==> src/design/pasl_defs.vh <==
`ifndef PASL_DEFS_VH
`define PASL_DEFS_VH
// ****************************************************************
// Timing
// ****************************************************************
`define PASL_CLK_HZ        10000000
`define PASL_STRETCH_MS    70
// Seventy milliseconds of the ten megahertz clock, sized to the counter width.
`define PASL_STRETCH_CYC   20'hAAE60
`define PASL_CNT_W         20
// ****************************************************************
// Address bit positions
// ****************************************************************
`define PASL_ADDR_COL_BIT  1
`define PASL_ADDR_LINK_BIT 2
`endif

==> src/design/pasl_top.v <==
`timescale 1ns/1ps
`include "pasl_defs.vh"
// ****************************************************************
// Strap and status indicator pins
// ****************************************************************
module pasl_top #(
   parameter [`PASL_CNT_W-1:0] STRETCH_CYC = `PASL_STRETCH_CYC
) (
   input  wire       core_clk_in,
   input  wire       reset_in,
   input  wire       soft_reset_in,
   input  wire       collision_in,
   input  wire       link_valid_in,
   input  wire       addr1_collision_indicator_in,
   output wire       addr1_collision_indicator_out,
   output wire       addr1_collision_indicator_oe_n_out,
   input  wire       addr2_link_indicator_in,
   output wire       addr2_link_indicator_out,
   output wire       addr2_link_indicator_oe_n_out,
   output wire [2:1] strap_addr_out,
   output wire       strap_valid_out
);
   // ****************************************************************
   // Declarations
   // ****************************************************************
   localparam [1:0] ST_STRAP = 2'h0;
   localparam [1:0] ST_SHOW  = 2'h1;
   reg  [1:0] pin_s1_r;
   reg  [1:0] pin_s2_r;
   reg  [1:0] state_r;
   reg  [1:0] state_nxt;
   reg  [2:1] addr_r;
   reg  [2:1] addr_nxt;
   reg        col_pin_r;
   reg        col_pin_nxt;
   reg        link_pin_r;
   reg        link_pin_nxt;
   reg        col_en_r;
   reg        col_en_nxt;
   reg        link_en_r;
   reg        link_en_nxt;
   wire       col_active;
   wire       col_strap;
   wire       link_strap;
   // ****************************************************************
   // Indicator level
   // ****************************************************************
   // The lit level is the inverse of the strap so the lamp in series
   // with the strap resistor glows when the status is asserted.
   function pin_level;
      input asserted;
      input strap;
      begin
         pin_level = asserted ? ~strap : strap;
      end
   endfunction
   // ****************************************************************
   // Pin synchronisers
   // ****************************************************************
   always @(posedge core_clk_in) begin
      pin_s1_r <= {addr2_link_indicator_in, addr1_collision_indicator_in};
      pin_s2_r <= pin_s1_r;
   end
   assign col_strap  = pin_s2_r[0];
   assign link_strap = pin_s2_r[1];
   // ****************************************************************
   // Collision stretcher
   // ****************************************************************
   pasl_stretch #(
      .STRETCH_CYC (STRETCH_CYC)
   ) u_col (
      .core_clk_in (core_clk_in),
      .reset_in    (reset_in),
      .event_in    (collision_in),
      .active_out  (col_active)
   );
   // ****************************************************************
   // Output drive
   // ****************************************************************
   // Capture happens on the first clock after release, from synchronised
   // levels taken while the pins were still undriven inputs.
   // Soft reset is deliberately not used here; pins stay outputs.
   always @* begin
      state_nxt    = state_r;
      addr_nxt     = addr_r;
      col_en_nxt   = col_en_r;
      link_en_nxt  = link_en_r;
      col_pin_nxt  = col_pin_r;
      link_pin_nxt = link_pin_r;
      case (state_r)
         ST_STRAP: begin
            addr_nxt[`PASL_ADDR_COL_BIT]  = col_strap;
            addr_nxt[`PASL_ADDR_LINK_BIT] = link_strap;
            col_en_nxt   = 1'b1;
            link_en_nxt  = 1'b1;
            col_pin_nxt  = pin_level(1'b1, col_strap);
            link_pin_nxt = pin_level(1'b1, link_strap);
            state_nxt    = ST_SHOW;
         end
         ST_SHOW: begin
            col_en_nxt   = 1'b1;
            link_en_nxt  = 1'b1;
            col_pin_nxt  = pin_level(col_active, addr_r[`PASL_ADDR_COL_BIT]);
            link_pin_nxt = pin_level(link_valid_in, addr_r[`PASL_ADDR_LINK_BIT]);
         end
         default: begin
            state_nxt = ST_STRAP;
         end
      endcase
   end
   always @(posedge core_clk_in) begin
      if (reset_in) begin
         state_r    <= ST_STRAP;
         col_en_r   <= 1'b0;
         link_en_r  <= 1'b0;
         col_pin_r  <= 1'b0;
         link_pin_r <= 1'b0;
      end else begin
         state_r    <= state_nxt;
         addr_r     <= addr_nxt;
         col_en_r   <= col_en_nxt;
         link_en_r  <= link_en_nxt;
         col_pin_r  <= col_pin_nxt;
         link_pin_r <= link_pin_nxt;
      end
   end
   assign addr1_collision_indicator_out      = col_en_r ? col_pin_r : 1'b0;
   assign addr2_link_indicator_out           = link_en_r ? link_pin_r : 1'b0;
   assign addr1_collision_indicator_oe_n_out = ~col_en_r;
   assign addr2_link_indicator_oe_n_out      = ~link_en_r;
   assign strap_addr_out                     = col_en_r ? addr_r : 2'h0;
   assign strap_valid_out                    = col_en_r;
endmodule

==> src/design/pasl_stretch.v <==
`timescale 1ns/1ps
`include "pasl_defs.vh"
// ****************************************************************
// Pulse stretcher
// ****************************************************************
module pasl_stretch #(
   parameter [`PASL_CNT_W-1:0] STRETCH_CYC = `PASL_STRETCH_CYC
) (
   input  wire core_clk_in,
   input  wire reset_in,
   input  wire event_in,
   output wire active_out
);
   reg  [`PASL_CNT_W-1:0] cnt_r;
   reg  [`PASL_CNT_W-1:0] cnt_nxt;
   // Each new event retriggers the full period so a burst stays lit.
   always @* begin
      cnt_nxt = cnt_r;
      if (event_in) begin
         cnt_nxt = STRETCH_CYC;
      end else if (cnt_r != {`PASL_CNT_W{1'b0}}) begin
         cnt_nxt = cnt_r - {{(`PASL_CNT_W-1){1'b0}}, 1'b1};
      end
   end
   always @(posedge core_clk_in) begin
      if (reset_in) begin
         cnt_r <= {`PASL_CNT_W{1'b0}};
      end else begin
         cnt_r <= cnt_nxt;
      end
   end
   assign active_out = (cnt_r != {`PASL_CNT_W{1'b0}});
endmodule

==> config.mk <==
export PLATFORM = sky130hd
export DESIGN_NAME = pasl_top
export DESIGN_NICKNAME = d
export VERILOG_FILES = /design/src/design/pasl_top.v /design/src/design/pasl_stretch.v
export VERILOG_INCLUDE_DIRS = /design/src /design/src/design
export SDC_FILE = /design/constraint.sdc
export NUM_CORES = 1
export LEC_CHECK = 0
export ABC_AREA = 1
export BUFFER_PORTS_ARGS = -buffer_cell sky130_fd_sc_hd__buf_2
export CAP_MARGIN = 25
export CELL_PAD_IN_SITES_DETAIL_PLACEMENT = 0
export CELL_PAD_IN_SITES_GLOBAL_PLACEMENT = 2
export CORE_MARGIN = 4
export CORE_UTILIZATION = 30
export CTS_BUF_LIST = sky130_fd_sc_hd__clkbuf_16
export CTS_CLUSTER_SIZE = 40
export DETAILED_ROUTE_END_ITERATION = 16
export HOLD_SLACK_MARGIN = 0.08
export PLACE_DENSITY_LB_ADDON = 0.1
export SKIP_CTS_REPAIR_TIMING = 1
export SYNTH_ARGS = -nofsm -noshare
export SYNTH_HDL_FRONTEND = slang
export SYNTH_SLANG_ARGS = --single-unit
==> constraint.sdc <==
create_clock -name core_clk_in -period 1.54 [get_ports core_clk_in]
set_input_delay 0 -clock core_clk_in [delete_from_list [all_inputs] [get_ports core_clk_in]]
set_output_delay 0 -clock core_clk_in [all_outputs]
set_load 0.005 [all_outputs]
Word-level counts from Yosys, hierarchy flattened
Cells that the tools add are included.
{ "word_totals": {"regBits": 31, "inputBits": 7} }
{ "classes": {"bitwise_logic": 6, "mux": 10, "n_reduce_logical": 7, "n_eq_ne": 1, "add_sub_neg": 1} }
{ "ops": {"columns": ["op", "n"], "rows": [
  ["$mux 20", 2],
  ["$reduce_bool 20->1", 1],
  ["$sub 20x1->20 const B", 1],
  ["$not 1->1", 6],
  ["$mux 1", 4],
  ["$pmux 1 s2", 2],
  ["$pmux 2 s2", 1],
  ["$reduce_bool 2->1", 2],
  ["$reduce_or 2->1", 2],
  ["$eq 2x1->1 const B", 1],
  ["$logic_not 2->1", 1],
  ["$mux 2", 1],
  ["$reduce_and 2->1", 1]
]} }

Depth between registers and ports, before layout
Gate-level depths: netlist (run 1).
{ "depth": {"word_depth": 3, "mapped_depth": 10, "ltp_nobuf": 10} }

By module
Synthesis (run 1) repeated with hierarchy kept, for this count alone.
{ "unflattened": {"hier_cells": 219, "hier_area_um2": 1606.5} }
{ "by_module_without_submodules": {"columns": ["module", "cells_per_inst", "area_per_inst_um2", "n_inst"], "rows": [
  ["pasl_stretch", 179, 1265.0, 1],
  ["pasl_top", 40, 341.6, 1]
]} }

Worst setup path after synthesis (run 1)
No wires, ideal clock.
{ "synth_path": {"path_kind": "register to register", "start": "reg u_col.cnt_r[0]", "end": "reg u_col.cnt_r[6]", "period_less_slack_ps": 1311, "stages_incl_launch_ff": 8, "n_path_buf": 0, "arrival_ps": 1192, "required_ps": 1421, "setup_slack_ps": 229, "cell_sequence": "dfxtp_1 > inv_1 > ha_1 > nand2_2 > nor2_2 > or2_2 > nand3_1 > a21oi_1"} }
{ "synth_between": {"elab_chain_cells": 3} }
{ "synth_rtl": {"columns": ["element", "line_no", "text"], "rows": [
  ["from (decl)", "pasl_stretch.v:14", "reg [`PASL_CNT_W-1:0] cnt_r;"],
  ["from (signal assigned)", "pasl_stretch.v:27", "cnt_r <= {`PASL_CNT_W{1'b0}};"],
  ["from (signal assigned)", "pasl_stretch.v:29", "cnt_r <= cnt_nxt;"],
  ["$sub 20x1->20", "pasl_stretch.v:22", "cnt_nxt = cnt_r - {{(`PASL_CNT_W-1){1'b0}}, 1'b1};"],
  ["$mux 20", "pasl_stretch.v:21", "end else if (cnt_r != {`PASL_CNT_W{1'b0}}) begin"],
  ["$mux 20", "pasl_stretch.v:19", "if (event_in) begin"]
]} }
Parallel ways exist; a longest one is shown, timed or not. The select of a mux whose other input is x is not followed.
A chain may end at the register's enable or synchronous reset.

Worst setup path in the final report (run 1)
{ "layout_path": {"start": "reg u_col.cnt_r[0]", "end": "reg u_col.cnt_r[7]"} }
{ "layout_between": {"elab_chain_cells": 1} }
{ "layout_rtl": {"columns": ["element", "line_no"], "rows": [
  ["$sub 20x1->20 / $reduce_bool 20->1 (equally long branches)", "pasl_stretch.v:22, pasl_stretch.v:21"]
]} }
Parallel ways exist; a longest one is shown, timed or not.

==> summary.txt, run 1 <==
met3 WL post-DR: 91 um
Initial Util: 0.308
clock tree buffer depth: 2
share of layout cells above drive strength 1: 0.212
Mapped Cells: 212
routed length per instance: 11.8 um
commonest non-fill, non-tap cell in the layout: nand2_1
root buf cell: clkbuf_16
Die Area: 0.00643 sq mm
FP Rows: 26
WP data arrival: 1.58 ns
DR DRC count: 0
Avg Inst Size Synth: 7.38 sq um
Slew HR: 0.770
peak supply drop: 0.000390 V
switching share of total power: 0.263
Die Span Y: 80.2 um
Boundary Pins: 14
Crit Path Class: reg -> reg
# Max-Cap Violations: 0
CP Launch Type: flip-flop
Post-Route Utilization: 0.372
Mapped Area: 0.00156 sq mm
Crit path max-delay family: simple AND/OR/NAND/NOR gates
Power Total: 0.00236 W
commonest non-fill, non-tap cells in the layout: nand2_1 (34), nor2_1 (29), dfxtp_1 (28), inv_1 (26), nand3_1 (19)
n_diodes: 0
Seq pwr share: 0.377
setup_tns: 0 ns
met2 WL: 1.56 mm
die extent in x: 80.2 um
Max FO, Critical Path: 7
# port buffers: 12
clock share of power: 0.459
Synth area leaders: dfxtp_1 (36%), nand2_1 (8.4%), nor2_1 (7.4%)
combinational fraction of design power: 0.164
Worst-path clk slew: 0.05 ns
Final GP Congestion: 0.796
H-Tree Depth: 2
via count: 1319
post-synth cell types: 27
total CTS buffers: 5
worst hold margin: 0.0517 ns
power per cell area: 1250 mW/mm^2
routed wire length: 3.56 mm
1st-pass router iterations: 4
GRT overflow: 0
CP max-delay cell: dfxtp_1
syn_nets: 221
critical path data required time: 1.70 ns
outcome: complete, no violations
initial antenna violation count: 0
Yosys warnings: 0
Tcrit/Tclk final: 0.924
pin count of the biggest net entering global routing: 16
clock skew: 0.00162 ns
Worst Setup End Kind: flip-flop
Buf/Inv on CP: 1
Sink Count: 30
max layer used: met4
Switch Pwr: 0.000620 W
core area: 0.00507 sq mm
crit path cell chain: inv_1, ha_1, nand3_1, nor2_2, nand3_4, nand2_2, xor2_1, nor2_1
first-pass GRT wire length: 6.09 mm
top cell type's share of synthesized area: 0.358
worst slew pin tran: 0.343 ns
Fin. Hold Viols: 0
leak pwr: 0.910 nW
1st-iter DRT viols: 38
Critical Path Max Stage Delay: 0.31 ns
M1 wire length: 1.85 mm
Int Power: 0.00174 W
Area Growth Syn to Fin: 20.6%
Nets: 239
register bit count reported by yosys: 30
CTS tree: done
Max Freq: 703 MHz
worst min path class: in -> reg
DP HPWL: 2.76 mm
ANT nets after route: 0
Yosys top cell by area: dfxtp_1
Via density: 4.38
minimum clock period: 1.42 ns
RSZ-0062 raised after global routing: true
vias in the first global route: 1248
GRT Total Usage: 0.125
Seq/Total Area, Yosys: 0.397
Final setup viols: 0
Final Max Slew Viols: 0
Clk Latency, worst-skew pair: 0.27 ns
## power by group through the flow
stage / logic (W) / registers (W) / clock network, W
floorplan: 0.000303 / 0.000893 / 0
global placement: 0.000373 / 0.000902 / 0
detailed placement: 0.000378 / 0.000905 / 0
CTS: 0.000380 / 0.000888 / 0.00111
global route: 0.000439 / 0.000895 / 0.00116
finish: 0.000386 / 0.000888 / 0.00108
## cells in the mapped netlist, drive strengths merged
cell	number
xor2	5
buf	3
a21o	4
or2	2
and2	2
o21ai	5
clkbuf	1
ha	2
a21oi	15
nand4	5
inv	26
nand2	39
nand3	21
nor2	46
edfxtp	2
clkinv	1
dfxtp	28
xnor2	1
nor3	4
## metrics by stage
stage	instances	worst slack, ns	instance area [sq um]
finish	301	0.117	1890
global route	301	-0.00128	1890
CTS	299	0.0790	1850
detailed placement	291	0.0912	1690
global placement	291	0.104	1690
floorplan	212	0.229	1560
## flip-flops by register name, summed over array words and instances, names as in the netlist
register     count
addr_r           2
pin_s1_r         2
link_pin_r       1
u_col.cnt_r     20
pin_s2_r         2
state_r          1
link_en_r        1
col_pin_r        1
## routing by layer
| layer | GRT usage | up-vias |
|---|---|---|
| li1 | - | 710 |
| met1 | 0.170 | 591 |
| met2 | 0.190 | 12 |
| met3 | 0.0336 | 6 |
| met4 | 0.0405 | 0 |
| met5 | 0 | - |
## cells by family (layout without fill, tap and decap cells)
logic type	Yosys count	after routing	share of synthesized area
simple gates	119	119	0.384
fa+ha+maj	2	2	0.0160
buf+inv	31	50	0.0864
flops	30	30	0.397
compound gates	24	24	0.0832
xor+xnor	6	6	0.0336
## final cells by class
type                       count  area (sq um)
clock buffer                   5           125
clock inverter                 3          40.0
fill                         561          3190
inverter                      27           101
multi-input combinational    151           823
sequential                    30           621
tap                           70          87.6
timing repair buffer          15          87.6
## worst register-to-register path, stage by stage (launching register included)
cell and delay [ns]:
dfxtp_1 0.31, inv_1 0.11, ha_1 0.20, nand3_1 0.10
nor2_2 0.16, nand3_4 0.14, nand2_2 0.09, xor2_1 0.15
nor2_1 0.05
## path summary, 6_finish.rpt
path | from | end | slack, ns | depth (start not counted)
min | collision_in | u_col.cnt_r[2] | 0.05 | 4
max | u_col.cnt_r[0] | u_col.cnt_r[7] | 0.12 | 8
min reg2reg | pin_s1_r[0] | pin_s2_r[0] | 0.33 | 0
max reg2reg | u_col.cnt_r[0] | u_col.cnt_r[7] | 0.12 | 8
(Power assumes the default switching activity.)
==> run 2, diff against run 1 <==
--- a/config.mk
+++ b/config.mk
@@ -14,7 +14,7 @@
 export CORE_MARGIN = 4
 export CORE_UTILIZATION = 30
 export CTS_BUF_LIST = sky130_fd_sc_hd__clkbuf_16
-export CTS_CLUSTER_SIZE = 40
+export CTS_CLUSTER_SIZE = 8
 export DETAILED_ROUTE_END_ITERATION = 16
 export HOLD_SLACK_MARGIN = 0.08
 export PLACE_DENSITY_LB_ADDON = 0.1
==> constraint.sdc (replaced) <==
create_clock -name core_clk_in -period 1.8 [get_ports core_clk_in]
set_input_delay 0 -clock core_clk_in [delete_from_list [all_inputs] [get_ports core_clk_in]]
set_output_delay 0 -clock core_clk_in [all_outputs]
set_load 0.005 [all_outputs]
==> summary.txt, run 2 (synthesis results as in run 1) <==
Biggest register: u_col.cnt_r
Sink Count: 30
Crit Path Class: reg -> reg
initial antenna violation count: 0
Initial Util: 0.308
FP Rows: 26
ANT nets after route: 0
worst slew pin tran: 0.366 ns
Slew HR: 0.755
WP data arrival: 1.68 ns
CP Launch Point: u_col.cnt_r[0]
Int Power: 0.00134 W
1st-pass router iterations: 4
Switch Pwr: 0.000544 W
RSZ-0062 raised after global routing: false
routed wire length: 3.57 mm
1st-iter DRT viols: 72
power per cell area: 1020 mW/mm^2
Area Growth Syn to Fin: 18.2%
Max FO, Critical Path: 5
Fin. Hold Viols: 0
commonest non-fill, non-tap cell in the layout: nand2_1
max reg flops: 20
peak supply drop: 0.000395 V
Post-Route Utilization: 0.364
Power Total: 0.00188 W
Die Span Y: 80.2 um
Fillers: 586
worst hold margin: 0.0525 ns
GRT Total Usage: 0.128
vias in the first global route: 1255
# port buffers: 12
Worst Setup End Kind: flip-flop
clock skew: 0.00237 ns
Seq pwr share: 0.403
total CTS buffers: 5
root buf cell: clkbuf_16
Final setup viols: 0
share of layout cells above drive strength 1: 0.190
# Max-Cap Violations: 0
combinational fraction of design power: 0.171
leak pwr: 0.893 nW
end of the worst register-to-register path: u_col.cnt_r[10]
CP Launch Type: flip-flop
Final GP Congestion: 0.786
reg2reg setup slack: 0.31 ns
switching share of total power: 0.289
clock share of power: 0.426
DR DRC count: 0
outcome: complete, no violations
clock tree buffer depth: 2
Clk Latency, worst-skew pair: 0.27 ns
commonest non-fill, non-tap cells in the layout: nand2_1 (35), nor2_1 (31), dfxtp_1 (28), inv_1 (26), nand3_1 (19)
dpl cells: 290
H-Tree Depth: 2
Final Non-Filler Cells: 301
GRT overflow: 0
n_diodes: 0
core area: 0.00507 sq mm
worst r2r src: u_col.cnt_r[0]
R2R depth: 7
routed length per instance: 11.9 um
Die Area: 0.00643 sq mm
worst min path class: in -> reg
critical path data required time: 2.00 ns
minimum clock period: 1.49 ns
Tcrit/Tclk final: 0.826
die extent in x: 80.2 um
Nets: 239
Via density: 4.41
CTS tree: done
Final Max Slew Viols: 0
Worst-path clk slew: 0.05 ns
setup_tns: 0 ns
CP endpoint: u_col.cnt_r[10]
Max Freq: 673 MHz
Boundary Pins: 14
pin count of the biggest net entering global routing: 16
DP HPWL: 2.73 mm
via count: 1327
first-pass GRT wire length: 6.11 mm
==> run 2: power by group through the flow <==
stage,registers (W),logic (W),clock network (W)
2_1_floorplan,0.000764,0.000259,0
3_3_place_gp,0.000772,0.000315,0
4_1_cts,0.000760,0.000321,0.000829
3_5_place_dp,0.000774,0.000320,0
5_1_grt,0.000767,0.000369,0.000862
6_report,0.000760,0.000321,0.000803
==> run 2: metal layers <==
metal	vias to the layer above	wire (um)	global-route usage
li1	710	-	-
met1	596	1800	0.164
met2	16	1620	0.200
met3	5	108	0.0370
met4	0	47	0.0507
met5	-	0	0
==> run 2: final cells by class <==
class,instances,area (sq um),area share
clock inverter,3,16.3,0.00880
sequential,30,621,0.336
multi-input combinational,151,808,0.437
inverter,27,101,0.0548
timing repair buffer,15,90.1,0.0487
tap,70,87.6,0.0474
clock buffer,5,125,0.0677
==> run 2: worst min path at each step <==
stage                                 start             end  slack [ns]  cells after the start
4_1_cts        addr1_collision_indicator_in     pin_s1_r[0]       -0.18                      1
3_5_place_dp   addr1_collision_indicator_in     pin_s1_r[0]        0.10                      1
6_report                       collision_in  u_col.cnt_r[2]        0.05                      4
5_1_grt                        collision_in  u_col.cnt_r[2]        0.08                      4
2_1_floorplan  addr1_collision_indicator_in     pin_s1_r[0]        0.03                      0
3_3_place_gp   addr1_collision_indicator_in     pin_s1_r[0]        0.10                      1
==> run 2: metrics by stage <==
stage               setup slack, ns  cell area (sq um)
finish                        0.314               1850
global route                  0.159               1850
CTS                           0.288               1820
detailed placement            0.308               1680
global placement              0.340               1680
floorplan                     0.489               1560
==> run 2: worst max-delay path, cell delays in order (launching register included) <==
cell and delay (ns):
dfxtp_1 0.32, inv_1 0.10, ha_1 0.26, nand2_2 0.14
nor2_2 0.25, a21o_1 0.15, nand3_1 0.06, a21oi_1 0.13
==> run 3, diff against run 2 <==
==> constraint.sdc (replaced) <==
create_clock -name core_clk_in -period 1.2 [get_ports core_clk_in]
set_input_delay 0 -clock core_clk_in [delete_from_list [all_inputs] [get_ports core_clk_in]]
set_output_delay 0 -clock core_clk_in [all_outputs]
set_load 0.005 [all_outputs]
==> summary.txt, run 3 (synthesis results as in run 1) <==
commonest non-fill, non-tap cell in the layout: nand2_1
GRT Total Usage: 0.139
worst slew pin tran: 0.422 ns
Area Growth Syn to Fin: 55.4%
# port buffers: 12
CP Launch Type: flip-flop
routed length per instance: 13.5 um
Sink Count: 30
Nets: 269
n_diodes: 0
CP Launch Point: u_col.cnt_r[8]
Die Span Y: 80.2 um
DP HPWL: 3.09 mm
CP max-delay cell: dfxtp_2
switching share of total power: 0.268
share of layout cells above drive strength 1: 0.502
FP Rows: 26
Buf/Inv on CP: 1
Worst Setup End Kind: flip-flop
die extent in x: 80.2 um
max reg flops: 20
Die Area: 0.00643 sq mm
final worst slack: -0.155 ns
Power Total: 0.00358 W
Final GP Congestion: 0.741
setup_tns: -1.69 ns
outcome: finished with violations
leak pwr: 1.13 nW
Final setup viols: 21
Initial Util: 0.308
vias in the first global route: 1429
RSZ-0062 raised after global routing: true
Max Freq: 738 MHz
clock share of power: 0.450
HP Start: reset_in
first-pass GRT wire length: 6.71 mm
1st-iter DRT viols: 74
total CTS buffers: 5
commonest non-fill, non-tap cells in the layout: nand2_1 (30), buf_4 (28), inv_1 (22), nor2_1 (19)
DR DRC count: 0
Clk Latency, worst-skew pair: 0.27 ns
crit path cell chain: nor2_4, buf_4, nand2_1, nor2_4, nand3_4, nand2_2, xor2_1, nor2_1
Max FO, Critical Path: 7
Slew HR: 0.717
CTS tree: done
peak supply drop: 0.000946 V
H-Tree Depth: 2
Final Non-Filler Cells: 331
clock tree buffer depth: 2
1st-pass router iterations: 4
Int Power: 0.00262 W
Crit path max-delay family: simple AND/OR/NAND/NOR gates
combinational fraction of design power: 0.229
Final Max Slew Viols: 0
Tcrit/Tclk final: 1.13
core area: 0.00507 sq mm
Critical Path Max Stage Delay: 0.33 ns
ANT nets after route: 0
dpl cells: 315
Via density: 4.57
worst min path class: in -> reg
via count: 1512
GRT overflow: 0
failing checks: setup timing
clock skew: 0.00309 ns
Seq pwr share: 0.321
Fin. Hold Viols: 0
Worst-path clk slew: 0.05 ns
DP Worst Slack: -0.185 ns
minimum clock period: 1.35 ns
initial antenna violation count: 0
most frequent CP cell: nor2_4
pin count of the biggest net entering global routing: 16
power per cell area: 1470 mW/mm^2
WP data arrival: 1.51 ns
Biggest register: u_col.cnt_r
worst r2r src: u_col.cnt_r[8]
root buf cell: clkbuf_16
Boundary Pins: 14
critical path data required time: 1.35 ns
Crit Path Class: reg -> reg
# Max-Cap Violations: 0
Switch Pwr: 0.000960 W
routed wire length: 4.47 mm
run 3: cell count changes in the layout (fill, tap and decap cells not counted), moves of 3 or more:
cell / change
nand2_4: +4
nand3_2: +10
nor2_4: +11
nand3_1: -11
dfxtp_4: +3
a21oi_1: -6
dfxtp_1: -12
nor2_1: -12
a21oi_2: +6
dfxtp_2: +9
buf_4: +28
nand2_1: -5
inv_1: -4
run 3: path summary, 6_finish.rpt:
kind / to / slack, ns / depth (start not counted)
setup / recovery: u_col.cnt_r[7] / -0.15 / 8
hold / removal: state_r[0] / 0.07 / 2
setup reg to reg: u_col.cnt_r[7] / -0.15 / 8
hold reg to reg: pin_s2_r[1] / 0.32 / 0
run 3: routing by layer:
| layer | global-route usage | vias up | share of wire |
|---|---|---|---|
| met1 | 0.177 | 709 | 0.45 |
| met4 | 0.0456 | 0 | 0.010 |
| met2 | 0.225 | 23 | 0.52 |
| met3 | 0.0370 | 6 | 0.025 |
| li1 | - | 774 | - |
| met5 | 0 | - | 0 |
run 3: power by group through the flow:
stage	sequential (W)	combinational [W]	clock, W
floorplan	0.00115	0.000412	0
global placement	0.00115	0.000612	0
detailed placement	0.00115	0.000617	0
CTS	0.00113	0.000621	0.00164
global route	0.00116	0.000902	0.00171
finish	0.00115	0.000822	0.00161
run 3: cell type report:
class	count	area, sq um
clock inverters	3	63.8
flip-flops and latches	30	643
clock buffers	5	125
well taps	70	87.6
inverters	27	106
multi-input cells	152	1080
fillers	538	2640
repair buffers	44	322
run 3: through the flow:
stage	area [sq um]	hold WS [ns]	util
after floorplan	1610	0.0277	-
after global placement	1910	0.104	0.376
after detailed placement	1910	0.105	0.376
after CTS	2100	-0.178	0.414
after global routing	2430	0.0807	0.479
final	2430	0.0705	0.479
